File: src/logic/urs_defs.svh
/*
  Constants shared by both ends of the unique-id read and sleep control link:
  register selectors, frame images, status bytes, timing figures.
  Assumes it is included by bare name from files that need the values.
*/
`ifndef URS_DEFS_SVH
`define URS_DEFS_SVH

`define URS_SLAVE_ADDR  7'h30
`define URS_REG_DATA    8'h80
`define URS_REG_STATE   8'h82
// Command frame, register byte first, checksum last
`define URS_CMD_FRAME   136'h8004000B00_01000006_E0C20000_0064F09F
`define URS_CMD_LEN     6'd17
// Acknowledgement frame for frame number one
`define URS_ACK_FRAME   48'h808100005630
`define URS_ACK_LEN     6'd6
// Response: framing header then start of the identifier record
`define URS_RSP_HDR     64'h05002000_00001BCD
`define URS_RSP_LEN     6'd37
`define URS_ST_LEN      6'd4
`define URS_ST_IDLE     8'h08
`define URS_ST_READY    8'h48
`define URS_ST_BUSY     8'hC8
`define URS_ST_B1       8'h80
`define URS_ST_EXPECT   32'h48800025
// Current limit range in mA
`define URS_ILIM_MIN    4'h6
`define URS_ILIM_MAX    4'hF
// Timing
`define URS_CLK_NS      8
`define URS_GUARD_NS    50000
`define URS_RETRY_NS    100000000
`define URS_PROC_CYC    8'h40
`define URS_SEC_CYC     8'h20
`define URS_CRC_INIT    16'hFFFF
`define URS_CRC_POLY    16'h1021

`endif

File: src/logic/urs_pkg.sv
/*
  Types for the unique-id read and sleep control ends, plus the frame byte
  picker used by both ends.
  Assumes urs_defs.svh supplies the numeric constants.
*/
package urs_pkg;

  typedef enum logic [3:0] {
    URS_AWAKE   = 4'h1,
    URS_GOSLEEP = 4'h2,
    URS_SLEEP   = 4'h4,
    URS_HIBER   = 4'h8
  } urs_mode_t;

  // Everything that survives hibernation
  typedef struct packed {
    logic       cmd_pend;
    logic [7:0] proc_cnt;
    logic       rsp_rdy;
    logic [7:0] sec_cnt;
    logic [3:0] ilim;
  } urs_ctx_t;

  typedef struct packed {
    urs_mode_t   mode;
    urs_ctx_t    core;
    urs_ctx_t    saved;
    logic        in_xfer;
    logic        rnw;
    logic        first;
    logic [7:0]  reg_sel;
    logic [5:0]  cnt;
    logic        cmd_ok;
    logic        ack_ok;
    logic [15:0] idle_cnt;
    logic        aack;
    logic        anack;
    logic        rvalid;
    logic [7:0]  rdata;
    logic        pwr_en;
    logic        asleep;
  } urs_dev_t;

  typedef enum logic [6:0] {
    URS_H_IDLE  = 7'h01,
    URS_H_START = 7'h02,
    URS_H_WAITA = 7'h04,
    URS_H_BYTE  = 7'h08,
    URS_H_WAITR = 7'h10,
    URS_H_STOP  = 7'h20,
    URS_H_GUARD = 7'h40
  } urs_hstate_t;

  typedef struct packed {
    urs_hstate_t  st;
    logic [2:0]   step;
    logic [5:0]   idx;
    logic [12:0]  gcnt;
    logic [23:0]  tcnt;
    logic         retry;
    logic         st_ok;
    logic         start;
    logic         rnw;
    logic         wvalid;
    logic [7:0]   wdata;
    logic         rreq;
    logic         stop;
    logic         busy;
    logic         done;
    logic         fail;
    logic [199:0] uid;
    logic [15:0]  build;
  } urs_host_t;

  typedef struct packed {
    logic [15:0] crc;
  } urs_crc_t;

  // Byte i of a frame image held most significant byte first
  function automatic logic [7:0] byte_of(input logic [135:0] f, input logic [5:0] i);
    return 8'(f >> (8 * (6'd16 - i)));
  endfunction

endpackage

File: src/logic/urs_link_if.sv
/*
  Byte-level link between the host end and the device end: address phase,
  write bytes, read byte requests and a stop marker.
  Assumes both ends run on the same clock; the bench joins them.
*/
`timescale 1ns/1ps
interface urs_link_if;
  logic       start;  // Host: address phase, one cycle
  logic       rnw;    // Host: 1 read, 0 write, valid with start
  logic [6:0] addr;   // Host: slave address, valid with start
  logic       wvalid; // Host: write byte strobe
  logic [7:0] wdata;  // Host: write byte
  logic       rreq;   // Host: ask for the next read byte
  logic       stop;   // Host: end of transaction, one cycle
  logic       aack;   // Device: address taken
  logic       anack;  // Device: address refused
  logic       rvalid; // Device: read byte strobe
  logic [7:0] rdata;  // Device: read byte

  modport dev  (input start, rnw, addr, wvalid, wdata, rreq, stop,
                output aack, anack, rvalid, rdata);
  modport host (output start, rnw, addr, wvalid, wdata, rreq, stop,
                input aack, anack, rvalid, rdata);
endinterface

File: src/logic/urs_dev_end.sv
/*
  Device end: answers the identifier read command, serves the state and data
  registers, limits current, hibernates with context kept, and sleeps when idle.
  Assumes the host keeps the frame order and waits between transactions.
*/
`timescale 1ns/1ps
`include "urs_defs.svh"
module urs_dev_end #(
  parameter logic [199:0] UID_VALUE = {25{8'hA5}}, // Arbitrary value
  parameter logic [15:0]  BUILD_BCD = 16'h0101      // Arbitrary value
) (
  input  wire logic        clk,
  input  wire logic        rst_n,
  urs_link_if.dev          lk,
  input  wire logic [3:0]  ilim_req,    // Requested current limit, mA
  input  wire logic [15:0] sleep_delay, // Idle cycles before sleep
  input  wire logic        hib_req,     // Supply is about to be removed
  input  wire logic        hib_wake,    // Supply has returned
  output logic      [3:0]  ilim,        // Applied current limit, mA
  output logic             asleep,      // Low-power sleep active
  output logic             pwr_en       // Core supplied
);
  urs_pkg::urs_dev_t s;      // Registered state
  urs_pkg::urs_dev_t next_s; // Next state
  logic [15:0]       crc;    // Checksum over bytes served so far
  logic              crc_en; // Fold the byte just served
  logic              idle;   // Nothing to do this cycle

  // Byte i of the response; the tail uses the running checksum
  function automatic logic [7:0] rsp_byte(input logic [5:0] i, input logic [15:0] c);
    logic [7:0] b;
    b = 8'h00;
    if (i < 6'd8) begin
      b = urs_pkg::byte_of({`URS_RSP_HDR, 72'h0}, i);
    end else if (i < 6'd33) begin
      b = 8'(UID_VALUE >> (8 * (6'd32 - i)));
    end else if (i == 6'd33) begin
      b = BUILD_BCD[15:8];
    end else if (i == 6'd34) begin
      b = BUILD_BCD[7:0];
    end else if (i == 6'd35) begin
      b = c[15:8];
    end else begin
      b = c[7:0];
    end
    return b;
  endfunction

  // Byte i of the interface state register
  function automatic logic [7:0] state_byte(input logic [1:0] i, input urs_pkg::urs_ctx_t c);
    logic [7:0] b;
    b = 8'h00;
    unique case (i)
      2'd0: b = c.cmd_pend ? `URS_ST_BUSY : (c.rsp_rdy ? `URS_ST_READY : `URS_ST_IDLE);
      2'd1: b = `URS_ST_B1;
      2'd2: b = 8'h00;
      2'd3: b = c.rsp_rdy ? {2'b00, `URS_RSP_LEN} : 8'h00;
    endcase
    return b;
  endfunction

  // Checksum covers bytes 0 to 34 as they leave; restarts at each address take
  assign crc_en = s.rvalid & s.rnw & (s.reg_sel == `URS_REG_DATA) & (s.cnt <= 6'd35);

  urs_crc16 urs_crc16_inst (
    .clk   (clk),
    .rst_n (rst_n),
    .clr   (s.aack),
    .en    (crc_en),
    .din   (s.rdata),
    .crc   (crc)
  );

  // Idle: awake, no transaction, no command, no address on the link
  assign idle = (s.mode == urs_pkg::URS_AWAKE) & ~s.in_xfer & ~s.core.cmd_pend & ~lk.start;

  // Next state of the whole device
  always_comb begin
    next_s        = s;
    next_s.aack   = 1'b0;
    next_s.anack  = 1'b0;
    next_s.rvalid = 1'b0;

    // Core tasks run only while supplied
    if (s.mode != urs_pkg::URS_HIBER) begin
      next_s.core.ilim = (ilim_req < `URS_ILIM_MIN) ? `URS_ILIM_MIN : ilim_req;
      if (s.core.cmd_pend) begin
        if (s.core.proc_cnt == 8'h00) begin
          next_s.core.cmd_pend = 1'b0;
          next_s.core.rsp_rdy  = 1'b1;
          next_s.core.sec_cnt  = `URS_SEC_CYC; // Counter countdown follows each command
        end else begin
          next_s.core.proc_cnt = s.core.proc_cnt - 8'h01;
        end
      end else if (s.core.sec_cnt != 8'h00) begin
        next_s.core.sec_cnt = s.core.sec_cnt - 8'h01;
      end
    end

    // Delay to sleep: count while idle, restart on any activity
    if (!idle) begin
      next_s.idle_cnt = 16'h0000;
    end else if (s.idle_cnt >= sleep_delay) begin
      next_s.mode = urs_pkg::URS_GOSLEEP;
    end else begin
      next_s.idle_cnt = s.idle_cnt + 16'h0001;
    end

    // Go-to-sleep waits for idle tasks to drain
    if (s.mode == urs_pkg::URS_GOSLEEP && s.core.sec_cnt == 8'h00 && !s.core.cmd_pend) begin
      next_s.mode = urs_pkg::URS_SLEEP;
    end

    // Address phase
    if (lk.start && lk.addr == `URS_SLAVE_ADDR) begin
      unique case (s.mode)
        urs_pkg::URS_AWAKE, urs_pkg::URS_GOSLEEP: begin
          if (s.core.cmd_pend) begin
            next_s.anack = 1'b1;
          end else begin
            next_s.aack    = 1'b1;
            next_s.in_xfer = 1'b1;
            next_s.rnw     = lk.rnw;
            next_s.first   = ~lk.rnw;
            next_s.cnt     = 6'd0;
            next_s.cmd_ok  = 1'b1;
            next_s.ack_ok  = 1'b1;
          end
          next_s.mode = urs_pkg::URS_AWAKE;
        end
        urs_pkg::URS_SLEEP: begin
          // Waking takes the address time; the host retries
          next_s.anack = 1'b1;
          next_s.mode  = urs_pkg::URS_AWAKE;
        end
        urs_pkg::URS_HIBER: begin
          next_s.anack = 1'b1; // Unsupplied: address not acknowledged
        end
      endcase
    end

    // Write bytes: register selector first, then frame bytes
    if (s.in_xfer && lk.wvalid && !s.rnw) begin
      if (s.first) begin
        next_s.reg_sel = lk.wdata;
        next_s.first   = 1'b0;
      end else begin
        next_s.cmd_ok = s.cmd_ok & (lk.wdata == urs_pkg::byte_of(`URS_CMD_FRAME, s.cnt + 6'd1));
        next_s.ack_ok = s.ack_ok &
                        (lk.wdata == urs_pkg::byte_of({`URS_ACK_FRAME, 88'h0}, s.cnt + 6'd1));
        next_s.cnt    = s.cnt + 6'd1;
      end
    end

    // Read bytes from the selected register
    if (s.in_xfer && lk.rreq && s.rnw) begin
      next_s.rvalid = 1'b1;
      next_s.cnt    = s.cnt + 6'd1;
      if (s.reg_sel == `URS_REG_STATE) begin
        next_s.rdata = state_byte(s.cnt[1:0], s.core);
      end else if (s.reg_sel == `URS_REG_DATA && s.core.rsp_rdy) begin
        next_s.rdata = rsp_byte(s.cnt, crc);
      end else begin
        next_s.rdata = 8'h00; // Nothing to read here
      end
    end

    // Stop: act on a complete, matching frame
    if (s.in_xfer && lk.stop) begin
      next_s.in_xfer = 1'b0;
      if (!s.rnw && s.reg_sel == `URS_REG_DATA) begin
        if (s.cnt == `URS_CMD_LEN - 6'd1 && s.cmd_ok && !s.core.rsp_rdy) begin
          next_s.core.cmd_pend = 1'b1;
          next_s.core.proc_cnt = `URS_PROC_CYC;
        end else if (s.cnt == `URS_ACK_LEN - 6'd1 && s.ack_ok) begin
          next_s.core.rsp_rdy = 1'b0;
        end
      end
    end

    // Hibernation: save then drop supply; restore on return
    if (s.mode != urs_pkg::URS_HIBER && hib_req && !s.in_xfer) begin
      next_s.saved  = s.core;
      next_s.core   = '0;
      // Applied limit holds its last value, so it never reads outside 6..15
      next_s.core.ilim = s.core.ilim;
      next_s.mode   = urs_pkg::URS_HIBER;
      next_s.pwr_en = 1'b0;
    end else if (s.mode == urs_pkg::URS_HIBER && hib_wake) begin
      next_s.core   = s.saved;
      next_s.mode   = urs_pkg::URS_AWAKE;
      next_s.pwr_en = 1'b1;
    end

    next_s.asleep = (next_s.mode == urs_pkg::URS_SLEEP);
  end

  // State register
  always_ff @(posedge clk or negedge rst_n) begin
    if (!rst_n) begin
      s           <= '0;
      s.mode      <= urs_pkg::URS_AWAKE;
      s.core.ilim <= `URS_ILIM_MAX;
      s.pwr_en    <= 1'b1;
    end else begin
      s <= next_s;
    end
  end

  assign lk.aack   = s.aack;
  assign lk.anack  = s.anack;
  assign lk.rvalid = s.rvalid;
  assign lk.rdata  = s.rdata;
  assign ilim      = s.core.ilim;
  assign asleep    = s.asleep;
  assign pwr_en    = s.pwr_en;
endmodule // urs_dev_end

File: src/logic/urs_crc16.sv
/*
  Running two-byte checksum over the bytes of a response frame.
  Assumes clr and en never need to act in the same cycle usefully; clr wins.
*/
`timescale 1ns/1ps
`include "urs_defs.svh"
module urs_crc16 (
  input  wire logic        clk,
  input  wire logic        rst_n,
  input  wire logic        clr,    // Restart at the seed
  input  wire logic        en,     // Fold din in
  input  wire logic [7:0]  din,    // Byte to fold
  output logic      [15:0] crc     // Current checksum
);
  urs_pkg::urs_crc_t s;      // Registered state
  urs_pkg::urs_crc_t next_s; // Next state

  // One byte folded per cycle, msb first
  always_comb begin
    logic [15:0] c;
    c = s.crc;
    for (int k = 7; k >= 0; k--) begin
      if (c[15] ^ din[k]) begin
        c = {c[14:0], 1'b0} ^ `URS_CRC_POLY;
      end else begin
        c = {c[14:0], 1'b0};
      end
    end
    next_s = s;
    if (clr) begin
      next_s.crc = `URS_CRC_INIT;
    end else if (en) begin
      next_s.crc = c;
    end
  end

  // State register
  always_ff @(posedge clk or negedge rst_n) begin
    if (!rst_n) begin
      s.crc <= `URS_CRC_INIT;
    end else begin
      s <= next_s;
    end
  end

  assign crc = s.crc;
endmodule // urs_crc16

File: src/flat_wrapper.sv
// flat-port wrapper written by rule: the top's interface ports become plain ports
module urs_dev_end_flat 
#(
  parameter logic [199:0] UID_VALUE = {25{8'hA5}},                   
  parameter logic [15:0]  BUILD_BCD = 16'h0101                        
)
  (clk, rst_n, ilim_req, sleep_delay, hib_req, hib_wake, ilim, asleep, pwr_en, lk_start, lk_rnw, lk_addr, lk_wvalid, lk_wdata, lk_rreq, lk_stop, lk_aack, lk_anack, lk_rvalid, lk_rdata);
  urs_link_if lk_i ();
  input  wire logic clk;
  input  wire logic rst_n;
  input  wire logic [3:0] ilim_req;
  input  wire logic [15:0] sleep_delay;
  input  wire logic hib_req;
  input  wire logic hib_wake;
  output logic      [3:0] ilim;
  output logic asleep;
  output logic pwr_en;
  input wire logic [$bits(lk_i.start)-1:0] lk_start;
  input wire logic [$bits(lk_i.rnw)-1:0] lk_rnw;
  input wire logic [$bits(lk_i.addr)-1:0] lk_addr;
  input wire logic [$bits(lk_i.wvalid)-1:0] lk_wvalid;
  input wire logic [$bits(lk_i.wdata)-1:0] lk_wdata;
  input wire logic [$bits(lk_i.rreq)-1:0] lk_rreq;
  input wire logic [$bits(lk_i.stop)-1:0] lk_stop;
  output wire logic [$bits(lk_i.aack)-1:0] lk_aack;
  output wire logic [$bits(lk_i.anack)-1:0] lk_anack;
  output wire logic [$bits(lk_i.rvalid)-1:0] lk_rvalid;
  output wire logic [$bits(lk_i.rdata)-1:0] lk_rdata;
  assign lk_i.start = lk_start;
  assign lk_i.rnw = lk_rnw;
  assign lk_i.addr = lk_addr;
  assign lk_i.wvalid = lk_wvalid;
  assign lk_i.wdata = lk_wdata;
  assign lk_i.rreq = lk_rreq;
  assign lk_i.stop = lk_stop;
  assign lk_aack = lk_i.aack;
  assign lk_anack = lk_i.anack;
  assign lk_rvalid = lk_i.rvalid;
  assign lk_rdata = lk_i.rdata;
  urs_dev_end #(.UID_VALUE(UID_VALUE), .BUILD_BCD(BUILD_BCD)) u_core (.clk(clk), .rst_n(rst_n), .lk(lk_i), .ilim_req(ilim_req), .sleep_delay(sleep_delay), .hib_req(hib_req), .hib_wake(hib_wake), .ilim(ilim), .asleep(asleep), .pwr_en(pwr_en));
endmodule
File: config.mk
export PLATFORM = sky130hd
export DESIGN_NAME = urs_dev_end_flat
export DESIGN_NICKNAME = d
export VERILOG_FILES = /design/src/logic/urs_pkg.sv /design/src/logic/urs_link_if.sv /design/src/logic/urs_dev_end.sv /design/src/logic/urs_crc16.sv /design/src/flat_wrapper.sv
export VERILOG_INCLUDE_DIRS = /design/src /design/src/logic
export SDC_FILE = /design/constraint.sdc
export NUM_CORES = 1
export LEC_CHECK = 0
export ABC_AREA = 1
export BUFFER_PORTS_ARGS = -buffer_cell sky130_fd_sc_hd__buf_2
export CAP_MARGIN = 20
export CORE_ASPECT_RATIO = 0.6
export CORE_MARGIN = 5
export CORE_UTILIZATION = 65
export DETAILED_ROUTE_END_ITERATION = 8
export MAX_ROUTING_LAYER = met4
export PLACE_DENSITY = 0.86
export SLEW_MARGIN = 20
export SYNTH_ARGS = -nofsm -noshare
export SYNTH_HDL_FRONTEND = slang
export SYNTH_SLANG_ARGS = --single-unit
File: constraint.sdc
create_clock -name clk -period 6.7 [get_ports clk]
set_clock_uncertainty 0.1 [all_clocks]
set_input_delay 0 -clock clk [delete_from_list [all_inputs] [get_ports clk]]
set_output_delay 0 -clock clk [all_outputs]
set_load 0.05 [all_outputs]
Yosys cells after proc, flatten, opt, wreduce, memory -nomap -nowiden
Cells that the tools add are included.
- flip-flop bits (word level): 112
- output and inout port bits: 17
- word-level logic and storage cells: 194
- bits of input ports: 44
- order comparisons: 5
- equal/unequal tests: 22
- reduce and logical (&&, ||, !) cells: 39
- bitwise logic cells: 29
- add/sub/neg operators: 7
- mux-type cells: 62
- shift operators: 4
- operators by type and width (operator ; count):
    >> shifter 136 x 32 -> 8 bit, first input constant ; 2
    >> shifter 200 x 32 -> 8 bit, first input constant ; 1
    >> shifter 131 x 32 -> 8 bit, first input constant ; 1
    2-to-1 mux 8 bit ; 15
    2-to-1 mux 13 bit ; 8
    2-to-1 mux 16 bit ; 4
    2-to-1 mux 26 bit ; 2
    2-to-1 mux 9 bit ; 4
    case mux 8 bit (4 select lines) ; 1
    2-to-1 mux 10 bit ; 3
    2-to-1 mux 4 bit ; 6
    NOT 3 bit ; 8
    2-to-1 mux 22 bit ; 1
    == test 6 bit, second input constant ; 3
    2-to-1 mux 17 bit ; 1
    adder 16 x 1 -> 16 bit, second input constant ; 1
    == test 8 bit ; 2
    == test 8 bit, second input constant ; 2
    greater-or-equal comparator 16 bit ; 1
    logical AND 1 bit ; 16
    zero test 8 bit ; 2
    subtractor 8 x 1 -> 8 bit, second input constant ; 2
    subtractor 5 x 6 -> 7 bit, first input constant ; 2
    2-to-1 mux 6 bit ; 2
    other kinds (35) ; 78

Logic depth before layout (Yosys ltp)
- depth in word-level cells: 18
- depth in mapped cells: 19
- depth with buffers taken out: 18

By module
From an unflattened synthesis, not the netlist that was laid out.
- cell total of the unflattened synthesis: 1012
- area total of the unflattened synthesis: 7297.0 um2
- by module, submodules not included (module ; cells an instance ; times used ; seq. area each (um2) ; area each (um2)):
    urs_dev_end ; 876 ; 1 ; 2409.8 ; 6276.0
    urs_crc16 ; 136 ; 1 ; 420.4 ; 1021.0

Least setup slack after synthesis
Ideal clock, no wire load.
- path type: flip-flop to flip-flop
- from: register u_core.s[31] (netlist name)
- to: register u_core.s[29] (netlist name)
- setup time: 120 ps
- arrival: 2099 ps
- buffers on the path: 1
- period minus slack after synthesis: 2319 ps
- path slack: 4381 ps
- cell stages (with the launch flop): 19
- data required time: 6480 ps
- path through: dfrtp_1 buf_4 inv_1 ha_1 inv_1 nand2_1 nor2_2 nand2_2 nand2_1 nand2_1 nand2_1 nand2_1 nor2_2 nand2_2 nand2_1 xor2_1 nor2_1 nand2_1 nand2_1
- RTL lines (what ; line ; RTL):
    start, declared ; urs_dev_end.sv:23 ; urs_pkg::urs_dev_t s;
    start signal, assigned ; urs_dev_end.sv:206 ; s <= next_s;

Final worst setup path
- from: register u_core.s[92] (netlist name)
- to: register u_core.s[81] (netlist name)
- word-level cells in the longest chain between the ends: 5
- elaborated cells between the ends (all ways): 11
- classes of those cells: eq/ne (3); mux (2); reduce/logical (6)
- RTL lines (what ; line ; RTL):
    != test 4 bit ; urs_dev_end.sv:85, urs_dev_end.sv:182 ;
    logical AND 1 bit (2 in a row) ; urs_dev_end.sv:182 ; if (s.mode != urs_pkg::URS_HIBER && hib_req && !s.in_xfer) begin
    != test 4 bit (no line), or another cell as far along ; n/a ;
    AND reduction 3 bit (no line) ; n/a ;
Several ways; a longest one is shown, not always the timed one.
A chain may end at the register's enable or synchronous reset.

==> metrics.txt <==
CP startpoint kind flop; r2r setup slk between 3 and 4 ns; Cells after Synth 923; I/O pin cnt approximately 60; gpl congestion 0.9781; WP buf/inv 3; Area contributors post-synth dfrtp_1 (32%), nand2_1 (10%), dfstp_2 (8.3%), o21ai_0 (6.6%), inv_1 (6.5%); worst-path cell chain nor2_1 > inv_2 > nor3_4 > inv_4 > nand3_2 > nand2_4 > a31oi_2 > inv_2 > o21ai_0; P&R area growth vs syn 11.70%; post-route minimum period approximately 2.8 ns; Hold Fails Final Rpt 0; Ys Warns 0; period utilization between 40% and 50%; Final Setup Violations 0; CTS Buf Count 9; CP max FO 50; clk_lat worst skew 0.35 ns; Max-slew headroom a little over a third; DRC 0; Final ANT Viol Nets 0; first-pass GRT wire length between 20000 and 30000 µm; core area 10520 µm²; Worst setup EP type flop; Min-Delay Path Class input port to flop; DR pass1 iterations 6; post-synthesis sequential area ratio around two fifths; hpwl dp between 10000 and 15000 µm; H-tree levels 3; Mapped Area around 7000 µm²; routed vias/inst around 5.7; commonest register cell after synthesis dfrtp_1; fin nets around 1.1k; root buf cell clkbuf_16; CTS tree built; die span in y roughly 90 µm; Pwr Density between 400 and 500 nW/µm²; post-synth top area share about a third; Fill cells between 800 and 900; fmax ~360 MHz; Clock transition at path regs ~0.070 ns; total of max-cap violations 0; measured slew at the worst slew-check pin 0.9679 ns; clock tree buffer depth 2; Slowest cell on crit path nand3_2; Post-Syn Nets a little under 1k; initial DRC count 621; Die Span X 143.6 µm; Worst EP arrival slightly below 3 ns; largest net degree at the start of global routing 75; Die ar. roughly 13000 µm²; critical path's largest stage delay 0.66 ns; Antenna diodes 0; register area between 2000 and 3000 µm²; register bit total from synthesis 112; Worst EP required around 6.9 ns; vias in the first global route between 5k and 6k; RSZ-0062 raised after global routing false; total track usage between 20 and 30%; CP dominant cell by count inv_2; PortBufs 60; gr ovfl total 0; Final Core Density around three quarters; count of pins over their slew limit 0; multi-input logic area around 3400 µm²; crit path kind flop to flop; Gates resized, CTS repair 0; cell class contributing the biggest share of worst-path delay simple AND/OR/NAND/NOR gates; Starting Density about two thirds; average size of a mapped cell about 7.5 µm²; Synth cell types 50; # Post-CTS Setup Buffers 0; routed vias ~6.5k; share of layout cells above drive strength 1 about 13%; Leak 3.785 nW; row count 29; Peak VDD IR 315.3 µV; post-synth top area cell dfrtp_1; # clock sinks around 110; wire length per cell around 15 µm; outcome finished clean; async set or reset register ratio after synthesis between 90% and 100%; Setup TNS 0 ns; initial antenna violation count 0; final WL 17350 µm; Post-synth EDFFs 0
cells in the mapped netlist, types with 10 or more instances:
master and n:
nand2_1 192, inv_1 120, o21ai_0 92, dfrtp_1 90, nor2_1 88, nand3_1 53, a21oi_1 45, nor3_1 25
ha_1 23, dfstp_2 22, nand4_1 21, xor2_1 18, buf_4 14, xnor2_1 14, inv_2 10
report_power, final:
group / switching [mW] / internal, mW
logic: 1.11 / 0.517
registers: 0.154 / 0.854
clock network: 0.253 / 0.288
total: 1.52 / 1.66
sequential cells by signal, summed over array words and instances, names as in the netlist:
register and count:
u_core.asleep 1, u_core.ilim 4, u_core.lk.aack 1, u_core.lk.anack 1
u_core.lk.rdata 8, u_core.lk.rvalid 1, u_core.pwr_en 1, u_core.s 79
u_core.urs_crc16_inst.crc 16
area by class of cell:
class	instances	share of cell area, %
Sequential cell	112	36.41
Inverter	132	6.406
Tap cell	139	2.237
Clock inverter	3	0.2897
Clock buffer	13	3.493
Multi-Input combinational cell	651	44.34
Timing Repair Buffer	83	6.824
path summary, 6_finish.rpt:
kind                               start          endpoint  depth (start not counted)
max in group asynchronous          rst_n  u_core.lk.rvalid                          3
setup / recovery            u_core.s[92]      u_core.s[81]                          9
setup reg to reg            u_core.s[92]      u_core.s[81]                          9
hold reg to reg            u_core.pwr_en     u_core.pwr_en                          2
hold / removal                  hib_wake      u_core.s[91]                          4
min in group asynchronous          rst_n      u_core.s[55]                          2
worst reg2reg max path, stage by stage (launching register included):
cell,delay (ns)
dfstp_2,0.39
nor2_1,0.13
inv_2,0.06
nor3_4,0.37
inv_4,0.14
nand3_2,0.66
nand2_4,0.24
a31oi_2,0.31
inv_2,0.12
o21ai_0,0.20
timing repair:
item | 4_1_cts | 5_1_grt
endpoints found under the setup margin | 0 | 0
hold buffers | 22 | 0
endpoints found under the hold margin | 58 | 0
layout by cell type (no fill, tap or decap), types with 3 or more instances in the layout:
cell type,count
ha_1,23
xnor2_1,14
o21ai_0,92
dfrtp_1,90
a221oi_1,3
buf_2,59
nand2_2,7
nor4_1,3
xor2_1,18
o22ai_1,7
nand4_1,21
a21oi_1,45
o211ai_1,4
or2_2,3
nor2_1,88
nand2_4,3
o21ai_1,3
a2bb2oi_1,4
clkbuf_16,10
nand3_1,53
inv_1,120
dfstp_2,22
a32oi_1,4
nand2_1,192
dlygate4sd3_1,22
inv_2,10
nor3_1,25
a22oi_1,8
a31oi_1,6
cells by family after synthesis:
family | count (synthesis) | share of synthesized area (%)
compound gates | 188 | 15.39
fa+ha+maj | 23 | 4.135
buf+inv | 160 | 9.799
flops | 112 | 40.67
xor+xnor | 32 | 4.027
simple gates | 408 | 25.98
per-stage QoR:
step	setup slack, ns	hold WS [ns]	std cells	power [mW]	cell area [µm²]
floorplan	4.381	-0.3956	923	2.272	6959
global placement	4.111	-0.1056	1095	2.534	7259
detailed placement	3.983	-0.1017	1095	2.568	7259
CTS	3.971	0.02232	1133	3.139	7774
global route	3.688	0.06168	1133	3.416	7774
finish	3.892	0.03969	1133	3.176	7774
metal layers:
metal / global-route usage [%] / share of wire, % / wire length [µm] / vias up
met3: 5.090 / 9.9 / 1712 / 21
met1: 44.34 / 48 / 8272 / 2937
met2: 36.51 / 41 / 7124 / 332
met4: 7.367 / 1.4 / 245 / 0
li1: - / - / - / 3169
met5: - / 0 / 0 / -
Note: power is estimated with default switching activity, not from simulation.
